## src/rtl/tcf_pkg.sv

```systemverilog
// shared constants for the thermocouple scan word formatter
package tcf_pkg;
    localparam int NUM_CHANNELS = 8;
    localparam int CHAN_W = 3;
    localparam int TEMP_W = 13;
    localparam int DATA_W = 12;
    localparam int WORD_W = 32;
    localparam int BYTE_W = 8;

    // word bit positions (zero based: printed bit n sits at n-1)
    localparam int POS_CHAN = 0;
    localparam int POS_VALID = 8;
    localparam int POS_UNUSED = 9;
    localparam int POS_OPEN = 10;
    localparam int POS_SIGN = 11;
    localparam int POS_BOARD_OK = 12;
    localparam int POS_UNDER = 13;
    localparam int POS_OVER = 14;
    localparam int POS_HEARTBEAT = 15;
    localparam int POS_DATA = 16;
    localparam int POS_EXT = 28;
    localparam int EXT_W = 4;

    // byte lanes of one word read
    localparam logic [1:0] BYTE_FIRST = 2'h0;
    localparam logic [1:0] BYTE_LAST = 2'h3;

    // cold junction window in degrees C
    localparam logic signed [7:0] CJ_MIN_C = 8'sh00;
    localparam logic signed [7:0] CJ_MAX_C = 8'sh3C;

    // scan pacing kept by the controller
    localparam int CLK_PERIOD_NS = 100;
    localparam int SCAN_MIN_US = 80;
    localparam int SCAN_BURST_MAX = 8;
    localparam int SCAN_REST_US = 20;
    localparam int SCAN_MIN_CYC = (SCAN_MIN_US * 1000) / CLK_PERIOD_NS;
    localparam int SCAN_REST_CYC = (SCAN_REST_US * 1000 + CLK_PERIOD_NS - 1) / CLK_PERIOD_NS;

    localparam logic [DATA_W-1:0] MAG_MAX = 12'hFFF;
    localparam logic [CHAN_W-1:0] CHAN_RESET = 3'h0;

    typedef enum logic [2:0] {
        TCF_TYPE_J,
        TCF_TYPE_K,
        TCF_TYPE_S,
        TCF_TYPE_T,
        TCF_TYPE_B,
        TCF_TYPE_E,
        TCF_TYPE_R
    } tcf_tc_type_t;

    // range limits in degrees F
    localparam logic signed [TEMP_W-1:0] UNDER_J = -13'sd346;
    localparam logic signed [TEMP_W-1:0] UNDER_K = -13'sd350;
    localparam logic signed [TEMP_W-1:0] UNDER_S = 13'sd32;
    localparam logic signed [TEMP_W-1:0] UNDER_T = -13'sd454;
    localparam logic signed [TEMP_W-1:0] UNDER_B = 13'sd410;
    localparam logic signed [TEMP_W-1:0] UNDER_E = -13'sd454;
    localparam logic signed [TEMP_W-1:0] UNDER_R = -13'sd58;
    localparam logic signed [TEMP_W-1:0] OVER_J = 13'sd1400;
    localparam logic signed [TEMP_W-1:0] OVER_K = 13'sd2500;
    localparam logic signed [TEMP_W-1:0] OVER_S = 13'sd3214;
    localparam logic signed [TEMP_W-1:0] OVER_T = 13'sd752;
    localparam logic signed [TEMP_W-1:0] OVER_B = 13'sd3308;
    localparam logic signed [TEMP_W-1:0] OVER_E = 13'sd1832;
    localparam logic signed [TEMP_W-1:0] OVER_R = 13'sd3214;
endpackage : tcf_pkg

```

## src/rtl/tcf_range_check.sv

```systemverilog
// under and over range detection per thermocouple type
`timescale 1ns/10ps
`default_nettype none
module tcf_range_check (
    // reading
    input wire logic [2:0] tc_type_in,
    input wire logic signed [12:0] temp_in,
    // flags
    output logic under_out,
    output logic over_out
);
    logic signed [12:0] low_limit;
    logic signed [12:0] high_limit;

    always_comb begin
        case (tc_type_in)
            tcf_pkg::TCF_TYPE_J: begin
                low_limit = tcf_pkg::UNDER_J;
                high_limit = tcf_pkg::OVER_J;
            end
            tcf_pkg::TCF_TYPE_K: begin
                low_limit = tcf_pkg::UNDER_K;
                high_limit = tcf_pkg::OVER_K;
            end
            tcf_pkg::TCF_TYPE_S: begin
                low_limit = tcf_pkg::UNDER_S;
                high_limit = tcf_pkg::OVER_S;
            end
            tcf_pkg::TCF_TYPE_T: begin
                low_limit = tcf_pkg::UNDER_T;
                high_limit = tcf_pkg::OVER_T;
            end
            tcf_pkg::TCF_TYPE_B: begin
                low_limit = tcf_pkg::UNDER_B;
                high_limit = tcf_pkg::OVER_B;
            end
            tcf_pkg::TCF_TYPE_E: begin
                low_limit = tcf_pkg::UNDER_E;
                high_limit = tcf_pkg::OVER_E;
            end
            default: begin
                low_limit = tcf_pkg::UNDER_R;
                high_limit = tcf_pkg::OVER_R;
            end
        endcase
    end

    // at or below the low end, at or above the high end
    assign under_out = (temp_in <= low_limit);
    assign over_out = (temp_in >= high_limit);
endmodule : tcf_range_check
`default_nettype wire

```

## src/rtl/tcf_scan_word.sv

```systemverilog
// thermocouple scan word formatter: per-channel store, word build, byte readout
`timescale 1ns/10ps
`default_nettype none
module tcf_scan_word #(
    parameter int NUM_CHANNELS = tcf_pkg::NUM_CHANNELS
) (
    // clock and reset
    input wire logic clk_in,
    input wire logic rst_n_in,
    // controller byte reads
    input wire logic rd_strobe_in,
    input wire logic [1:0] rd_byte_sel_in,
    output logic [7:0] rd_data_out,
    // conversion results
    input wire logic sample_wr_in,
    input wire logic [2:0] sample_chan_in,
    input wire logic signed [12:0] sample_temp_in,
    input wire logic sample_open_in,
    // board status and configuration
    input wire logic signed [7:0] cj_temp_in,
    input wire logic board_ok_in,
    input wire logic [2:0] tc_type_in,
    input wire logic fmt_twos_in,
    // state
    output logic [2:0] chan_ptr_out
);
    // the pointer wraps by overflow, so only a power-of-two count of eight is served
    if (NUM_CHANNELS != (1 << tcf_pkg::CHAN_W)) begin : g_bad_channels
        $error("tcf_scan_word: channel count must be 8");
    end

    logic signed [12:0] temp_mem [NUM_CHANNELS];
    logic [NUM_CHANNELS-1:0] open_mem;
    logic [NUM_CHANNELS-1:0] loaded;
    logic [2:0] chan_ptr;
    logic heartbeat;
    logic [31:0] word;

    // read decode
    wire word_start = rd_strobe_in && (rd_byte_sel_in == tcf_pkg::BYTE_FIRST);
    wire word_done = rd_strobe_in && (rd_byte_sel_in == tcf_pkg::BYTE_LAST);

    // fields of the channel being reported
    // unloaded slots report zero so no unknown ever reaches the bus
    wire signed [12:0] cur_temp = loaded[chan_ptr] ? temp_mem[chan_ptr] : 13'sh0000;
    wire cur_open = loaded[chan_ptr] && open_mem[chan_ptr];
    wire cur_neg = cur_temp[12];
    wire [12:0] abs_temp = cur_neg ? 13'(-cur_temp) : 13'(cur_temp);
    wire [11:0] magnitude = abs_temp[12] ? tcf_pkg::MAG_MAX : abs_temp[11:0];
    wire cj_ok = (cj_temp_in >= tcf_pkg::CJ_MIN_C) && (cj_temp_in <= tcf_pkg::CJ_MAX_C);
    // a write landing on the reported channel in the latch cycle means the slot is mid-update
    wire updating = sample_wr_in && (sample_chan_in == chan_ptr);
    wire cur_valid = cj_ok && !updating && loaded[chan_ptr];
    wire cur_under;
    wire cur_over;

    // limits follow the type code; codes 6 and 7 both act as the last type
    tcf_range_check u_range (
        .tc_type_in(tc_type_in),
        .temp_in(cur_temp),
        .under_out(cur_under),
        .over_out(cur_over)
    );

    function automatic logic [7:0] pick_byte(input logic [31:0] w, input logic [1:0] sel);
        pick_byte = w[{sel, 3'b000} +: 8];
    endfunction : pick_byte

    logic [31:0] next_word;
    always_comb begin
        next_word = '0;
        next_word[tcf_pkg::POS_CHAN +: tcf_pkg::CHAN_W] = chan_ptr;
        next_word[tcf_pkg::POS_VALID] = cur_valid;
        next_word[tcf_pkg::POS_OPEN] = cur_open;
        next_word[tcf_pkg::POS_BOARD_OK] = board_ok_in;
        next_word[tcf_pkg::POS_UNDER] = cur_under;
        next_word[tcf_pkg::POS_OVER] = cur_over;
        next_word[tcf_pkg::POS_HEARTBEAT] = heartbeat;
        if (fmt_twos_in) begin
            next_word[tcf_pkg::POS_DATA +: tcf_pkg::DATA_W] = cur_temp[11:0];
            next_word[tcf_pkg::POS_EXT +: tcf_pkg::EXT_W] = {4{cur_neg}};
        end else begin
            next_word[tcf_pkg::POS_DATA +: tcf_pkg::DATA_W] = magnitude;
            next_word[tcf_pkg::POS_SIGN] = cur_neg;
        end
    end

    wire [31:0] out_word = word_start ? next_word : word;

    // conversion store; does not touch the pointer
    always_ff @(posedge clk_in) begin
        if (sample_wr_in) begin
            temp_mem[sample_chan_in] <= sample_temp_in;
            open_mem[sample_chan_in] <= sample_open_in;
        end
    end

    always_ff @(posedge clk_in) begin
        if (!rst_n_in) begin
            loaded <= '0;
        end else if (sample_wr_in) begin
            loaded[sample_chan_in] <= 1'b1;
        end
    end

    // word is frozen at the first byte so all four bytes agree
    always_ff @(posedge clk_in) begin
        if (!rst_n_in) begin
            word <= '0;
            rd_data_out <= '0;
        end else if (rd_strobe_in) begin
            word <= out_word;
            rd_data_out <= pick_byte(out_word, rd_byte_sel_in);
        end
    end

    // heartbeat flips with the pointer so every word differs from the one before
    always_ff @(posedge clk_in) begin
        if (!rst_n_in) begin
            chan_ptr <= tcf_pkg::CHAN_RESET;
            heartbeat <= 1'b0;
        end else if (word_done) begin
            chan_ptr <= chan_ptr + 3'h1;
            heartbeat <= !heartbeat;
        end
    end

    assign chan_ptr_out = chan_ptr;

    // most checks look at the latched word one edge after the first byte

    a_chan_field: assert property (@(posedge clk_in) disable iff (!rst_n_in)
        word_start |=> (rd_data_out[2:0] == $past(chan_ptr)) && (rd_data_out[7:3] == 5'h00))
        else $error("channel byte wrong");
    a_ptr_advance: assert property (@(posedge clk_in) disable iff (!rst_n_in)
        word_done |=> chan_ptr == 3'($past(chan_ptr) + 3'h1))
        else $error("pointer did not step");
    a_ptr_only_read: assert property (@(posedge clk_in) disable iff (!rst_n_in)
        !word_done |=> $stable(chan_ptr))
        else $error("pointer moved without read");
    a_ptr_wraps: assert property (@(posedge clk_in) disable iff (!rst_n_in)
        (word_done && chan_ptr == 3'h7) |=> chan_ptr == 3'h0)
        else $error("pointer failed to wrap");
    a_heartbeat_toggle: assert property (@(posedge clk_in) disable iff (!rst_n_in)
        word_done |=> heartbeat != $past(heartbeat))
        else $error("heartbeat did not toggle");
    a_valid_cj: assert property (@(posedge clk_in) disable iff (!rst_n_in)
        (word_start && !cj_ok) |=> !word[tcf_pkg::POS_VALID])
        else $error("valid set with cold junction out of range");
    a_valid_update: assert property (@(posedge clk_in) disable iff (!rst_n_in)
        (word_start && updating) |=> !word[tcf_pkg::POS_VALID])
        else $error("valid set during update");
    a_unused_zero: assert property (@(posedge clk_in) disable iff (!rst_n_in)
        word_start |=> !word[tcf_pkg::POS_UNUSED])
        else $error("unused bit set");
    a_sign_format: assert property (@(posedge clk_in) disable iff (!rst_n_in)
        (word_start && fmt_twos_in) |=> !word[tcf_pkg::POS_SIGN])
        else $error("sign bit set in twos format");
    a_ext_bits: assert property (@(posedge clk_in) disable iff (!rst_n_in)
        (word_start && fmt_twos_in) |=> word[31:28] == {4{$past(cur_neg)}})
        else $error("sign extension wrong");
    a_board_ok: assert property (@(posedge clk_in) disable iff (!rst_n_in)
        word_start |=> word[tcf_pkg::POS_BOARD_OK] == $past(board_ok_in))
        else $error("board ok bit wrong");
    a_byte_lane: assert property (@(posedge clk_in) disable iff (!rst_n_in)
        rd_strobe_in |=> rd_data_out == pick_byte(word, $past(rd_byte_sel_in)))
        else $error("byte lane mismatch");
    a_open_field: assert property (@(posedge clk_in) disable iff (!rst_n_in)
        word_start |=> word[tcf_pkg::POS_OPEN] == $past(loaded[chan_ptr] && open_mem[chan_ptr]))
        else $error("open flag from wrong channel");
    a_valid_good: assert property (@(posedge clk_in) disable iff (!rst_n_in)
        (word_start && cj_ok && !updating && loaded[chan_ptr]) |=> word[tcf_pkg::POS_VALID])
        else $error("valid low with good data");
    a_range_exclusive: assert property (@(posedge clk_in) disable iff (!rst_n_in)
        word_start |=> !(word[tcf_pkg::POS_UNDER] && word[tcf_pkg::POS_OVER]))
        else $error("under and over both set");
    a_data_twos: assert property (@(posedge clk_in) disable iff (!rst_n_in)
        (word_start && fmt_twos_in) |=> word[tcf_pkg::POS_DATA +: tcf_pkg::DATA_W] == $past(cur_temp[11:0]))
        else $error("twos data field wrong");
    a_mag_ext_zero: assert property (@(posedge clk_in) disable iff (!rst_n_in)
        (word_start && !fmt_twos_in) |=> word[tcf_pkg::POS_EXT +: tcf_pkg::EXT_W] == 4'h0)
        else $error("sign bits set in sign magnitude");
    a_mag_sign: assert property (@(posedge clk_in) disable iff (!rst_n_in)
        (word_start && !fmt_twos_in) |=> word[tcf_pkg::POS_SIGN] == $past(cur_neg))
        else $error("sign bit wrong in sign magnitude");

    c_full_word: cover property (@(posedge clk_in) disable iff (!rst_n_in)
        word_start ##1 rd_strobe_in ##1 rd_strobe_in ##1 word_done);
    c_wrap: cover property (@(posedge clk_in) disable iff (!rst_n_in)
        word_done && chan_ptr == 3'h7);
    c_update_hit: cover property (@(posedge clk_in) disable iff (!rst_n_in)
        word_start && updating);
    c_twos_negative: cover property (@(posedge clk_in) disable iff (!rst_n_in)
        word_start && fmt_twos_in && cur_neg);
    c_open_reported: cover property (@(posedge clk_in) disable iff (!rst_n_in)
        word_start && cur_open);
endmodule : tcf_scan_word
`default_nettype wire
```

## config.mk

```make
export PLATFORM = sky130hd
export DESIGN_NAME = tcf_scan_word
export DESIGN_NICKNAME = d
export VERILOG_FILES = /design/src/rtl/tcf_pkg.sv /design/src/rtl/tcf_range_check.sv /design/src/rtl/tcf_scan_word.sv
export SDC_FILE = /design/constraint.sdc
export NUM_CORES = 1
export LEC_CHECK = 0
export BUFFER_PORTS_ARGS = -buffer_cell sky130_fd_sc_hd__clkbuf_2
export CAP_MARGIN = 20
export CORE_UTILIZATION = 35
export CTS_CLUSTER_SIZE = 28
export DETAILED_ROUTE_END_ITERATION = 16
export PLACE_DENSITY = 0.55
export SLEW_MARGIN = 10
export SYNTH_ARGS = -nofsm -noshare
export SYNTH_HDL_FRONTEND = slang
export SYNTH_SLANG_ARGS = --single-unit
export TNS_END_PERCENT = 100
```

## constraint.sdc

```tcl
create_clock -name clk_in -period 4.32 [get_ports clk_in]
set_clock_uncertainty 0.1 [all_clocks]
set_input_delay 1.08 -clock clk_in [delete_from_list [all_inputs] [get_ports clk_in]]
set_output_delay 1.08 -clock clk_in [all_outputs]
set_load 0.005 [all_outputs]
```

==> impl_metrics.env <==
export IMPL_outcome="finished, final reports clean"
export IMPL_path_common_cell="a21o_1"
export IMPL_startpoint_type="register"
export IMPL_path_max_fanout=6
export IMPL_cap_viol_max_count=0
export IMPL_cts_buffer_depth=2
export IMPL_antenna_left=0
export IMPL_post_cts_resized=0
export IMPL_p_seq_frac=0.499
export IMPL_ctsHoldBuffers=0
export IMPL_worst_path_stages=11
export IMPL_worstRegToRegCells=11
export IMPL_fin_crit_sh=0.845
export IMPL_r2r_start="chan_ptr_out[0]$_SDFFE_PN0P_"
export IMPL_comb_power_share=0.072
export IMPL_synth_main_ff_cell="edfxtp_1"
export IMPL_ys_seq_area_frac=0.590
export IMPL_worstSetupEndpointType="register"
export IMPL_synth_edf_count=112
export IMPL_drv_slew=0
export IMPL_synth_seq_cells=159
export IMPL_rows=52
export IMPL_synthesis_nets=582
export IMPL_max_slew_margin_rel=0.359
export IMPL_grt_start_max_net_pins=46
export IMPL_post_route_util=0.414
export IMPL_fin_setup_tns_ps=0
export IMPL_final_cell_mix="edfxtp_1, nand2_1, dfxtp_1, clkbuf_2"
export IMPL_p_int_mw=2.59
export IMPL_critPathBufInv=0
export IMPL_netSwitchingFraction=0.238
export IMPL_r2r_end="word[14]$_SDFFE_PN0P_"
export IMPL_synth_cell_types=60
export IMPL_die_x_um=146
export IMPL_overflow=0
export IMPL_ys_warn_count=0
export IMPL_path_delay_family="compound AO/OA/AOI/OAI gates"
export IMPL_clock_root_buffer="clkbuf_16"
export IMPL_grt_pass1_vias=4529
export IMPL_leakage_nw=3.01
export IMPL_totalWireLength_um=15800
export IMPL_grt_usage=0.157
export IMPL_antenna_found_initial=1
export IMPL_vias=4436
export IMPL_critPathRequiredTime_ps=4530
export IMPL_ctsHtreeMaxLevel=4
export IMPL_rsz0062_at_grt="no"
export IMPL_first_pass_iters=4
export IMPL_port_buffers=46
export IMPL_syn_avg_cell_area_um2=14.0
export IMPL_antennaDiodeCount=0
export IMPL_endpoint="word[14]$_SDFFE_PN0P_"
export IMPL_tightest_slew_ps=959
export IMPL_setup_viol=0
export IMPL_ir_worst_vdd_v=0.000289
export IMPL_tritoncts="done"
export IMPL_netlist_instances=521
export IMPL_viasPerCell=5.19
export IMPL_synth_area_um2=7300
export IMPL_post_cts_setup_buffers=0
export IMPL_post_route_drc_count=0
export IMPL_clk_pin_slew_ps=70
export IMPL_dp_hpwl_um=10700
export IMPL_die_area_um2=21400
export IMPL_crit_start="chan_ptr_out[0]$_SDFFE_PN0P_"
export IMPL_io_pins=47
export IMPL_fmax_mhz=274
export IMPL_cts_sinks=159
export IMPL_numCtsBuffers=17
export IMPL_crit_chain="mux4_2, mux2i_1, nor2_1, ha_1, a21o_1, a21o_1, a21o_1, a2111oi_0, o211ai_1, nand3_1, a21boi_1"
export IMPL_powerDensity_nw_per_um2=403
export IMPL_cp_arrival_ps=3870
export IMPL_hold_path_class="register to register"
export IMPL_max_stage_delay_ps=560
export IMPL_clkPwrFrac=0.429
export IMPL_clkLatencyLatePin_ps=430
export IMPL_async_reset_ff_frac=0
export IMPL_path_class="register to register"
export IMPL_switchingPower_mw=0.808
export IMPL_period_needed_ps=3650
export IMPL_drive_above_1_share=0.268
export IMPL_die_y_um=146
export IMPL_hold_violations=0
export IMPL_crit_slowest_cell="mux4_2"
export IMPL_worst_hold_slack_ps=363
export IMPL_final_common_cell="edfxtp_1"
export IMPL_core_area_um2=20400
export IMPL_drt_initial_drc_count=329
export IMPL_whs_path_depth=2
export IMPL_r2r_slack_ps=670
export IMPL_initial_core_util=0.359
export IMPL_grt_pass1_wl_um=25300
export IMPL_wl_per_cell_um=18.5
export IMPL_fin_total_pwr_mw=3.40
export IMPL_fin_nets=633
export IMPL_area_growth_pct=15.4
export IMPL_routabilityCongestion=0.857
-- layer usage --
layer  share of wire  GRT usage  wire length [um]
met1            0.45      0.197              7100
met2            0.49      0.260              7790
met3           0.044     0.0391               698
met4           0.011     0.0604               173
met5         0.00070          0                11
-- how the worst min path moves through the flow --
stage,slack (ps),end,startpoint
3_3_place_gp,340,word[17]$_SDFFE_PN0P_,word[17]$_SDFFE_PN0P_
6_report,360,word[17]$_SDFFE_PN0P_,word[17]$_SDFFE_PN0P_
5_1_grt,370,loaded[7]$_SDFFE_PN0P_,loaded[7]$_SDFFE_PN0P_
4_1_cts,360,word[17]$_SDFFE_PN0P_,word[17]$_SDFFE_PN0P_
2_1_floorplan,330,word[17]$_SDFFE_PN0P_,word[17]$_SDFFE_PN0P_
3_5_place_dp,350,loaded[6]$_SDFFE_PN0P_,loaded[6]$_SDFFE_PN0P_
-- worst min-delay path: stages, from the launching register on --
cell,delay (ps)
dfxtp_1,310
nand2_1,60
a21boi_1,50
-- metrics by stage --
stage | cell area [um^2] | setup slack (ps) | std cells
5_1_grt | 8430 | 317 | 855
3_5_place_dp | 7850 | 660 | 823
3_3_place_gp | 7850 | 661 | 823
2_1_floorplan | 7300 | 1050 | 521
6_report | 8430 | 668 | 855
4_1_cts | 8430 | 639 | 855
-- area by class of cell --
cell class,count,area [um^2]
inverter,6,22.5
multi-input combinational,329,2850
clock inverter,15,154
sequential,159,4310
clock buffer,17,425
fill,1842,11900
timing repair buffer,59,328
tap,270,338
-- state kept, by name, indices dropped and copies added, names as in the netlist, named ones only --
register,flops
rd_data_out,8
chan_ptr_out,3
temp_mem,104
open_mem,8
heartbeat,1
loaded,8
word,24
-- cells in the mapped netlist (all sizes together), types with 2 or more instances --
| cell type | n | area [um^2] |
|---|---|---|
| edfxtp | 112 | 3360 |
| nand2 | 53 | 204 |
| dfxtp | 47 | 941 |
| mux4 | 29 | 657 |
| nor2 | 29 | 111 |
| ha | 25 | 313 |
| a21oi | 24 | 154 |
| o21ai | 19 | 95.1 |
| mux2i | 18 | 254 |
| clkbuf | 14 | 52.6 |
| xnor2 | 14 | 123 |
| buf | 13 | 90.1 |
| mux2 | 10 | 113 |
| a21boi | 9 | 67.6 |
| and2 | 9 | 56.3 |
| o21a | 9 | 67.6 |
| nand2b | 8 | 50.1 |
| a21o | 7 | 52.6 |
| nand3 | 7 | 40.0 |
| inv | 6 | 22.5 |
| nor2b | 6 | 37.5 |
| a22oi | 5 | 37.5 |
| nand4 | 5 | 31.3 |
| o211a | 5 | 50.1 |
| o221ai | 4 | 35.0 |
| and3 | 3 | 18.8 |
| nor3 | 3 | 15.0 |
| o22ai | 3 | 18.8 |
| o31ai | 3 | 22.5 |
| a31oi | 2 | 27.5 |
| a41oi | 2 | 17.5 |
| nor4 | 2 | 27.5 |
| o211ai | 2 | 15.0 |
| or2 | 2 | 12.5 |
| xor2 | 2 | 17.5 |
-- power groups by stage --
| stage | clock [mW] | sequential (mW) | combinational, mW |
|---|---|---|---|
| 2_1_floorplan | 0 | 1.72 | 0.161 |
| 3_3_place_gp | 0 | 1.73 | 0.240 |
| 3_5_place_dp | 0 | 1.73 | 0.246 |
| 4_1_cts | 1.50 | 1.70 | 0.247 |
| 5_1_grt | 1.56 | 1.70 | 0.268 |
| 6_report | 1.46 | 1.70 | 0.244 |
-- cell families after synthesis --
group,synth area share
XOR/XNOR,0.0192
AND/OR/NAND/NOR,0.0847
multiplexers,0.140
AO/OA/AOI/OAI,0.101
buffers and inverters,0.0226
flip-flops,0.590
adder cells (fa/ha/maj),0.0428
Power figures use the tool's default switching activity.
